### config.mk
export PLATFORM = sky130hd
export DESIGN_NAME = sram_host_ctl
export DESIGN_NICKNAME = d
export VERILOG_FILES = /design/src/design/sram_host_ctl.v /design/src/design/sram_pin_sync.v
export VERILOG_INCLUDE_DIRS = /design/src /design/src/design
export SDC_FILE = /design/constraint.sdc
export NUM_CORES = 1
export LEC_CHECK = 0
export BUFFER_PORTS_ARGS = -buffer_cell sky130_fd_sc_hd__buf_4
export CORE_MARGIN = 1.5
export CORE_UTILIZATION = 50
export CTS_BUF_LIST = sky130_fd_sc_hd__clkbuf_16
export CTS_CLUSTER_DIAMETER = 120
export DETAILED_ROUTE_END_ITERATION = 10
export PLACE_DENSITY = 0.73
export SYNTH_ARGS = -nofsm -noshare
export SYNTH_HDL_FRONTEND = slang
export SYNTH_SLANG_ARGS = --single-unit
### constraint.sdc
create_clock -name i_clk -period 5.4 [get_ports i_clk]
set_clock_uncertainty 0.2 [all_clocks]
set_input_delay 1.62 -clock i_clk [delete_from_list [all_inputs] [get_ports i_clk]]
set_output_delay 1.62 -clock i_clk [all_outputs]
set_load 0.005 [all_outputs]
### src/design/sram_ctl_defines.vh
/*
 Constants for the asynchronous SRAM host controller: pin widths, timing figures in ns
 and their cycle counts at the 10 MHz system clock.
 Assumes a 64K x 16 static RAM with active-low select, output enable, write enable and byte enables.
*/
`ifndef SRAM_CTL_DEFINES_VH
`define SRAM_CTL_DEFINES_VH
`define ADDR_W 16
`define DATA_W 16
`define CLK_PERIOD_NS 100
`define T_READ_CYCLE_NS 20
`define T_ADDR_TO_END_NS 12
`define T_DATA_SETUP_NS 10
`define T_WRITE_FLOAT_NS 8
`define T_DESELECT_FLOAT_NS 8
`define T_ACCESS_NS 20
// Cycles from a settled data pin to the synchroniser output, agreement included.
`define SYNC_LAT_CYC 4
`define CDIV_UP(t) (((t) + `CLK_PERIOD_NS - 1) / `CLK_PERIOD_NS)
`define CNT_W 4
`endif

### src/design/sram_host_ctl.v
/*
 Host controller for a 64K x 16 asynchronous static RAM. A user request (read or write,
 word or byte) is turned into a sequence of pin levels held for whole clock cycles.
 Assumes a 10 MHz clock, so each nanosecond timing figure rounds to one or more cycles,
 and that the RAM data bus is resolved from o_dq_out and o_dq_oe outside this module.
*/
`timescale 1ns/100ps
`include "sram_ctl_defines.vh"
module sram_host_ctl #(
	parameter AW = `ADDR_W,
	parameter DW = `DATA_W
) (
	input wire i_clk,
	input wire i_rst,
	input wire i_req,
	input wire i_we,
	input wire [1:0] i_be,
	input wire [AW-1:0] i_addr,
	input wire [DW-1:0] i_wdata,
	output wire o_ready,
	output reg o_rvalid,
	output reg [DW-1:0] o_rdata,
	output reg [AW-1:0] o_sram_addr,
	output reg o_cs_n,
	output reg o_oe_n,
	output reg o_we_n,
	output reg o_low_byte_enable_n,
	output reg o_high_byte_enable_n,
	output reg [DW-1:0] o_dq_out,
	output reg o_dq_oe,
	input wire [DW-1:0] i_dq_in
);
	localparam [2:0] ST_IDLE = 3'h0;
	localparam [2:0] ST_RD = 3'h1;
	localparam [2:0] ST_RD_SAMPLE = 3'h2;
	localparam [2:0] ST_WR_SETUP = 3'h3;
	localparam [2:0] ST_WR_PULSE = 3'h4;
	localparam [2:0] ST_RECOVER = 3'h5;
	// Read strobes stay low long enough for access time plus three sync stages and agreement.
	localparam integer RD_CYC_I = `CDIV_UP(`T_ACCESS_NS) + `SYNC_LAT_CYC;
	// Output enable is high in writes, so this pulse length is more than the bare minimum needs.
	localparam integer WP_CYC_I = `CDIV_UP(`T_WRITE_FLOAT_NS + `T_DATA_SETUP_NS);
	localparam integer REC_CYC_I = `CDIV_UP(`T_DESELECT_FLOAT_NS);
	localparam [`CNT_W-1:0] RD_CYC = RD_CYC_I[`CNT_W-1:0];
	localparam [`CNT_W-1:0] WP_CYC = WP_CYC_I[`CNT_W-1:0];
	localparam [`CNT_W-1:0] REC_CYC = REC_CYC_I[`CNT_W-1:0];
	localparam [`CNT_W-1:0] ONE = {{(`CNT_W-1){1'b0}}, 1'b1};
	localparam [1:0] LANES_OFF = 2'h3;

	reg [2:0] state_q;
	reg [2:0] state_d;
	reg [`CNT_W-1:0] cnt_q;
	reg [`CNT_W-1:0] cnt_d;
	reg rvalid_d;
	reg [DW-1:0] rdata_d;
	reg [AW-1:0] addr_d;
	reg cs_n_d;
	reg oe_n_d;
	reg we_n_d;
	reg [1:0] lane_n_d;
	reg [DW-1:0] dq_out_d;
	reg dq_oe_d;
	wire [DW-1:0] dq_sync;
	wire [1:0] lane_on;
	wire take;

	sram_pin_sync #(.W(DW)) u_sync (
		.i_clk(i_clk),
		.i_rst(i_rst),
		.i_pin(i_dq_in),
		.o_val(dq_sync)
	);

	// Reads are spaced by the recovery state, which also covers the cycle-time floor.
	assign o_ready = (state_q == ST_IDLE);
	// Requests with no byte enabled are dropped here rather than run as empty accesses.
	assign take = i_req && (i_be != 2'h0);
	// Lanes selected for the current access, used to zero the unselected half of a read.
	assign lane_on = ~{o_high_byte_enable_n, o_low_byte_enable_n};

	function [DW-1:0] lane_mask;
		input [1:0] be;
		begin
			lane_mask = {{(DW/2){be[1]}}, {(DW/2){be[0]}}};
		end
	endfunction

	// Every next value but rvalid_d defaults to its register, so a waiting state holds all pins still.
	always @* begin
		state_d = state_q;
		cnt_d = cnt_q;
		rvalid_d = 1'b0;
		rdata_d = o_rdata;
		addr_d = o_sram_addr;
		cs_n_d = o_cs_n;
		oe_n_d = o_oe_n;
		we_n_d = o_we_n;
		lane_n_d = {o_high_byte_enable_n, o_low_byte_enable_n};
		dq_out_d = o_dq_out;
		dq_oe_d = o_dq_oe;
		case (state_q)
			ST_IDLE: begin
				if (take) begin
					// Address is placed with or before every strobe.
					addr_d = i_addr;
					cs_n_d = 1'b0;
					we_n_d = 1'b1;
					lane_n_d = ~i_be;
					if (i_we) begin
						// Output enable stays high so the RAM never drives during the write.
						oe_n_d = 1'b1;
						dq_out_d = i_wdata & lane_mask(i_be);
						dq_oe_d = 1'b1;
						state_d = ST_WR_SETUP;
					end else begin
						oe_n_d = 1'b0;
						dq_oe_d = 1'b0;
						cnt_d = RD_CYC;
						state_d = ST_RD;
					end
				end
			end

			ST_RD: begin
				// The count covers the RAM settling and the data passing the synchroniser.
				cnt_d = cnt_q - ONE;
				if (cnt_q == ONE) begin
					state_d = ST_RD_SAMPLE;
				end
			end

			ST_RD_SAMPLE: begin
				rdata_d = dq_sync & lane_mask(lane_on);
				rvalid_d = 1'b1;
				cs_n_d = 1'b1;
				oe_n_d = 1'b1;
				lane_n_d = LANES_OFF;
				cnt_d = REC_CYC;
				state_d = ST_RECOVER;
			end

			ST_WR_SETUP: begin
				// Select and byte enables were low a cycle before write enable falls.
				we_n_d = 1'b0;
				cnt_d = WP_CYC;
				state_d = ST_WR_PULSE;
			end

			ST_WR_PULSE: begin
				cnt_d = cnt_q - ONE;
				if (cnt_q == ONE) begin
					// Write enable rises first; address, select, bytes and data stay put one more cycle.
					we_n_d = 1'b1;
					cnt_d = REC_CYC;
					state_d = ST_RECOVER;
				end
			end

			ST_RECOVER: begin
				// After a write, write enable rose a cycle earlier, so select and lanes may now be released.
				cs_n_d = 1'b1;
				lane_n_d = LANES_OFF;
				dq_oe_d = 1'b0;
				cnt_d = cnt_q - ONE;
				if (cnt_q <= ONE) begin
					state_d = ST_IDLE;
				end
			end

			default: begin
				state_d = ST_IDLE;
			end
		endcase
	end

	// Sequencer state and its cycle count.
	always @(posedge i_clk or posedge i_rst) begin
		if (i_rst) begin
			state_q <= ST_IDLE;
			cnt_q <= {`CNT_W{1'b0}};
		end else begin
			state_q <= state_d;
			cnt_q <= cnt_d;
		end
	end

	// Pins come straight from flip-flops so the RAM never sees a glitch on a strobe.
	always @(posedge i_clk or posedge i_rst) begin
		if (i_rst) begin
			o_sram_addr <= {AW{1'b0}};
			o_cs_n <= 1'b1;
			o_oe_n <= 1'b1;
			o_we_n <= 1'b1;
			o_low_byte_enable_n <= 1'b1;
			o_high_byte_enable_n <= 1'b1;
			o_dq_out <= {DW{1'b0}};
			o_dq_oe <= 1'b0;
		end else begin
			o_sram_addr <= addr_d;
			o_cs_n <= cs_n_d;
			o_oe_n <= oe_n_d;
			o_we_n <= we_n_d;
			o_low_byte_enable_n <= lane_n_d[0];
			o_high_byte_enable_n <= lane_n_d[1];
			o_dq_out <= dq_out_d;
			o_dq_oe <= dq_oe_d;
		end
	end

	// Read result: the data word stays until the next read, the strobe lasts one cycle.
	always @(posedge i_clk or posedge i_rst) begin
		if (i_rst) begin
			o_rvalid <= 1'b0;
			o_rdata <= {DW{1'b0}};
		end else begin
			o_rvalid <= rvalid_d;
			o_rdata <= rdata_d;
		end
	end
endmodule // sram_host_ctl

### src/design/sram_pin_sync.v
/*
 Three-stage synchroniser for the data pins read back from the RAM; a bit changes
 once the second and third stages agree.
 Assumes the pin may change at any time relative to i_clk.
*/
`timescale 1ns/100ps
`include "sram_ctl_defines.vh"
module sram_pin_sync #(
	parameter W = `DATA_W
) (
	input wire i_clk,
	input wire i_rst,
	input wire [W-1:0] i_pin,
	output reg [W-1:0] o_val
);
	reg [W-1:0] s1_q;
	reg [W-1:0] s2_q;
	reg [W-1:0] s3_q;
	wire [W-1:0] agree = ~(s2_q ^ s3_q);
	always @(posedge i_clk or posedge i_rst) begin
		if (i_rst) begin
			s1_q <= {W{1'b0}};
			s2_q <= {W{1'b0}};
			s3_q <= {W{1'b0}};
			o_val <= {W{1'b0}};
		end else begin
			s1_q <= i_pin;
			s2_q <= s1_q;
			s3_q <= s2_q;
			// Each bit moves on its own once stages two and three agree on it.
			o_val <= (o_val & ~agree) | (s3_q & agree);
		end
	end
endmodule // sram_pin_sync

=== After elaboration in Yosys (flattened, before gate mapping) ===
Index checks and enable logic that the tools add are counted.

* Bits in latches: 0
* Memory bits (writable): 0
* Register bits: 126
* ROM bits: 0
* Output and inout port bits: 56
* Memories: 0
* Input bits: 54

* Div/mod/pow operators: 0
* Multipliers: 0
* Reduce and logical (&&, ||, !) cells: 19
* Shifts and indexed selects: 0
* Equality and inequality tests: 11
* Add/subtract/negate cells: 1
* Bitwise operators: 10
* Magnitude comparators: 1
* Mux-type cells: 22

{| class="wikitable"
|+ Operator list
! operator !! number
|-
| $and A16 B16 Y16 || 4
|-
| $not A16 Y16 || 2
|-
| $pmux W3 S6 || 1
|-
| $or A16 B16 Y16 || 1
|-
| $pmux W4 S4 || 1
|-
| $xor A16 B16 Y16 || 1
|-
| $mux W3 || 4
|-
| $mux W4 || 3
|-
| $reduce_and A3 Y1 || 3
|-
| $ne A2 B2 Y1 const B || 4
|-
| $reduce_and A2 Y1 || 4
|-
| $reduce_bool A2 Y1 || 4
|-
| $eq A3 B2 Y1 const B || 2
|-
| $eq A3 B3 Y1 const B || 2
|-
| $mux W1 || 6
|-
| $pmux W1 S2 || 3
|-
| $reduce_or A2 Y1 || 3
|-
| $eq A4 B1 Y1 const B || 1
|-
| $le A4 B1 Y1 const B || 1
|-
| $mux W2 || 2
|-
| $not A2 Y2 || 2
|-
| $pmux W2 S2 || 1
|-
| $reduce_and A4 Y1 || 1
|-
| $reduce_bool A4 Y1 || 1
|-
| 7 further kinds || 7
|}

=== Depth between registers and ports, before layout ===
* Word-level depth: 5
* Gate-level depth with buffers: 6
* Mapped depth without buffers: 6

=== Modules after synthesis ===
A second synthesis with hierarchy kept.

* Cell total of the unflattened synthesis: 337
* Area, all modules: 4,473.0 um^2

{| class="wikitable"
|+ Modules (own cells, without submodules)
! module !! area each (um^2) !! cells an instance !! times used
|-
| sram_host_ctl || 2,687.6 || 256 || 1
|-
| sram_pin_sync || 1,785.5 || 81 || 1
|}

=== Worst setup path before layout ===
No wires, ideal clock.

* Path type: input port to flip-flop
* From: in i_be[0]
* To: reg o_sram_addr[0]
* Slack: 2.536 ns
* Data required time: 5.075 ns
* Cell stages on the path: 5
* Setup time: 0.125 ns
* Data arrival time: 2.538 ns
* Cells stage by stage: o21a_1 -> and2_4 -> buf_12 -> buf_12 -> mux2_4

* Word-level cells in the longest chain between the ends: 3

{| class="wikitable"
|+ Ends and longest elaborated chain
! element !! RTL line !! text
|-
| start: declaration || sram_host_ctl.v:17 || <nowiki>input wire [1:0] i_be,</nowiki>
|-
| $reduce_bool A2 Y1 || sram_host_ctl.v:77 || <nowiki>assign take = i_req && (i_be != 2'h0);</nowiki>
|-
| $logic_and A1 B1 Y1 || sram_host_ctl.v:77 ||
|-
| $reduce_and A2 Y1 (no source line) || n/a ||
|-
| end signal: assignment || sram_host_ctl.v:190 || <nowiki>o_sram_addr <= {AW{1'b0}};</nowiki>
|-
| end signal: assignment || sram_host_ctl.v:199 || <nowiki>o_sram_addr <= addr_d;</nowiki>
|-
| end: declaration || sram_host_ctl.v:23 || <nowiki>output reg [AW-1:0] o_sram_addr,</nowiki>
|}

Every way passes these cells.
A chain may end at the register's enable or synchronous reset.

=== Worst setup path in the final report ===
* From: reg state_q[1]
* To: out o_ready

* Word-level cells in the longest chain between the ends: 1

{| class="wikitable"
|+ Ends and longest elaborated chain
! element !! RTL line !! text
|-
| start: declaration || sram_host_ctl.v:50 || <nowiki>reg [2:0] state_q;</nowiki>
|-
| start signal: assignment || sram_host_ctl.v:182 || <nowiki>state_q <= state_d;</nowiki>
|-
| $logic_not A3 Y1 || n/a ||
|-
| end: declaration || sram_host_ctl.v:20 || <nowiki>output wire o_ready,</nowiki>
|}

Every way passes these cells.

==> results.cfg <==
[clock_tree]
clkSinkCount = 126
cts_repair_resize_count = 0
cts_setup_buffers = 0
clk_latency_ps = 400
clock_tree_from_tritoncts = done
numCtsBuffers = 17
cts.htree.levels = 4
clk_pin_slew_ps = 60
cts_root_buffer = clkbuf_16
cts_max_path_buffers = 2
cts_hold_buf = 0

[power]
switchingPower_uw = 959
combPwrFrac_pct = 25.5
share_clk_of_total_power_pct = 31.4
cellLeakagePower_nw = 2.77
power.switching_fraction_pct = 29.4
power.internal_mw = 2.30
power.ir.vdd_worst_mv = 0.294
power.share.sequential_pct = 43.0
power.density_cell_area_nw_per_um2 = 552

[sta]
clock_period_minus_final_worst_setup_slack_ps = 3190
final_slew_violations = 0
finalHoldViolations = 0
final.setup.tns_ps = 0
final_setup_viols = 0
tightest_slew_ps = 1060
hold-worst-slack_ps = 148
timing.final.crit_share_pct = 59.1
highest_clock_frequency_the_design_can_meet_mhz = 314
grt_setup_unrepaired = no
slew-limit-headroom_pct = 28.9

[yosys]
mappedNetlistNets = 391
number_of_distinct_library_cell_variants_in_the_gate_level_netlist_after_synthesis = 33
synth_area_sq_um = 4470
ys_ff_latch = 126
avgSynthCellArea_sq_um = 13.4
syn-instance-count = 335
synth_seq_area_share_pct = 70.6
synth_warn = 0

[worst_setup_path]
crit_path_end_kind = primary output
critPathLaunchType = flop
critical_path_class = flop to primary output
r2r_cells = 4
critical_path.max_fanout = 14
worst_r2r_endpoint = o_dq_out[12]$_DFFE_PP0P_
timing.critical_path.to = o_ready
cp.required_ps = 3580
timing.reg2reg.setup_slack_ps = 3150
critical_path.max_stage_delay_ps = 540
setup.worst_path.start = state_q[1]$_DFFE_PP0P_
critical_path_arrival_ps = 1370
path_cells = nor3_4, buf_4
regToRegStartpoint = state_q[1]$_DFFE_PP0P_
slowest_stage_cell_crit_path = dfrtp_1

[placement]
place_congestion = 0.838
numPlacedInstances = 541
buffer_ports.inserted = 109
detailedPlacementHpwl_microns = 5280

[route]
wire_per_inst_microns = 13.9
vias = 2841
detail_route.wirelength_microns = 7980
routed_via_density = 4.96
drt-initial-drc-count = 154
route.antenna.remaining_nets = 0
drc_viols = 0
drt_pre_antenna_iters = 4

[cells_and_area]
layout.filler_cells = 659
antenna_cells = 0
finish.cell_count_without_fillers = 573
layout-drive-gt1-share_pct = 35.7
synthToLayoutAreaGrowth_pct = 31.8
finish.net_count = 508
layout.core_utilization_pct = 67.9

[hold_path]
timing.hold.worst.class = flop to flop

[die]
design.portCount = 110
initial_core_util_pct = 51.5
die_height_microns = 97.6
row_count = 34
die_area_sq_um = 9520
horizontal_die_dimension_microns = 97.6
coreArea_sq_um = 8680

[run_status]
status = complete, no violations

[grt]
largest_net_degree_at_the_start_of_global_routing = 68
gr-usage-all-layers_pct = 18.5
grt_pass1_wl_microns = 13400
grt.overflow.total = 0
grt_antenna_before_repair = 0
first_global_vias = 2812

[run]
cap_violations = 0
Yosys cell counts (all sizes together):
cell | count | area share, %
and2 | 2 | 0.34
nand2b | 21 | 2.9
a21o | 2 | 0.34
dfrtp | 121 | 68
nor3 | 4 | 0.70
dfstp | 5 | 2.9
mux2 | 16 | 4.6
or3 | 1 | 0.14
o21a | 2 | 0.34
nand2 | 54 | 4.5
inv | 6 | 0.50
clkbuf | 3 | 0.25
o211ai | 1 | 0.17
nor4 | 1 | 0.14
o31ai | 1 | 0.17
a2bb2oi | 4 | 0.78
buf | 10 | 1.9
a32oi | 1 | 0.20
o21ai | 46 | 5.1
a21oi | 4 | 0.45
maj3 | 16 | 3.6
nor3b | 2 | 0.34
nand4bb | 1 | 0.25
nand3 | 2 | 0.22
ha | 2 | 0.56
a31oi | 1 | 0.14
xnor2 | 1 | 0.20
nor2 | 5 | 0.42
power by group through the flow:
stage	clock network (mW)	registers [mW]	logic, mW
after global routing	1.09	1.44	0.926
after global placement	0	1.40	0.818
after CTS	1.05	1.41	0.847
final	1.02	1.40	0.831
after detailed placement	0	1.41	0.843
after floorplan	0	1.37	0.473
stage by stage:
step	total power, mW	setup slack, ps	instance area, sq um
after floorplan	1.84	232	4470
after global placement	2.22	2090	5350
after detailed placement	2.26	1950	5350
after CTS	3.30	2190	5890
after global routing	3.46	2110	5890
final	3.26	2210	5890
per-layer routing:
metal	up-vias	share of wire, %	global-route usage [%]
met5	-	0	0
met3	11	5.8	6.40
met4	0	1.2	9.01
met1	1368	44	23.5
met2	86	49	28.6
li1	1376	-	-
critical path, delay by kind of cell, from the launching register on:
family        cells  cell delay [ps]
simple gates      1              280
buf+inv           1              150
flops             1              540
layout make-up:
| type | instances | area [sq um] | area share, % |
|---|---|---|---|
| clock buffers | 17 | 425 | 7.22 |
| repair buffers | 111 | 833 | 14.1 |
| flip-flops and latches | 126 | 3160 | 53.6 |
| clock inverters | 15 | 123 | 2.08 |
| inverters | 6 | 25.0 | 0.425 |
| well taps | 108 | 135 | 2.29 |
| multi-input cells | 190 | 1190 | 20.3 |
cell families after synthesis:
logic type / share of synthesized area (%)
buf+inv: 2.69
compound gates: 7.72
simple gates: 10.0
mux: 4.62
fa+ha+maj: 4.14
xor+xnor: 0.196
flops: 70.6
worst min-delay path by stage:
stage / from / endpoint / cells past startpoint
floorplan: u_sync.s1_q[0]$_DFF_PP0_ / u_sync.s2_q[0]$_DFF_PP0_ / 0
global placement: u_sync.s1_q[10]$_DFF_PP0_ / u_sync.s2_q[10]$_DFF_PP0_ / 0
detailed placement: u_sync.s1_q[0]$_DFF_PP0_ / u_sync.s2_q[0]$_DFF_PP0_ / 0
CTS: u_sync.s1_q[0]$_DFF_PP0_ / u_sync.s2_q[0]$_DFF_PP0_ / 0
global route: u_sync.s1_q[0]$_DFF_PP0_ / u_sync.s2_q[0]$_DFF_PP0_ / 0
finish: u_sync.s1_q[0]$_DFF_PP0_ / u_sync.s2_q[0]$_DFF_PP0_ / 0
layout by cell type (no fill, tap or decap), drive strengths merged, types with 4 or more instances in the layout:
cell,count
o21ai,46
dfstp,5
dfrtp,121
mux2,16
maj3,16
buf,111
inv,14
nor3,4
clkinvlp,5
nor2,5
clkbuf,17
a21oi,4
nand2b,21
a2bb2oi,4
nand2,54
No activity file was read; power rests on OpenSTA's default activity.
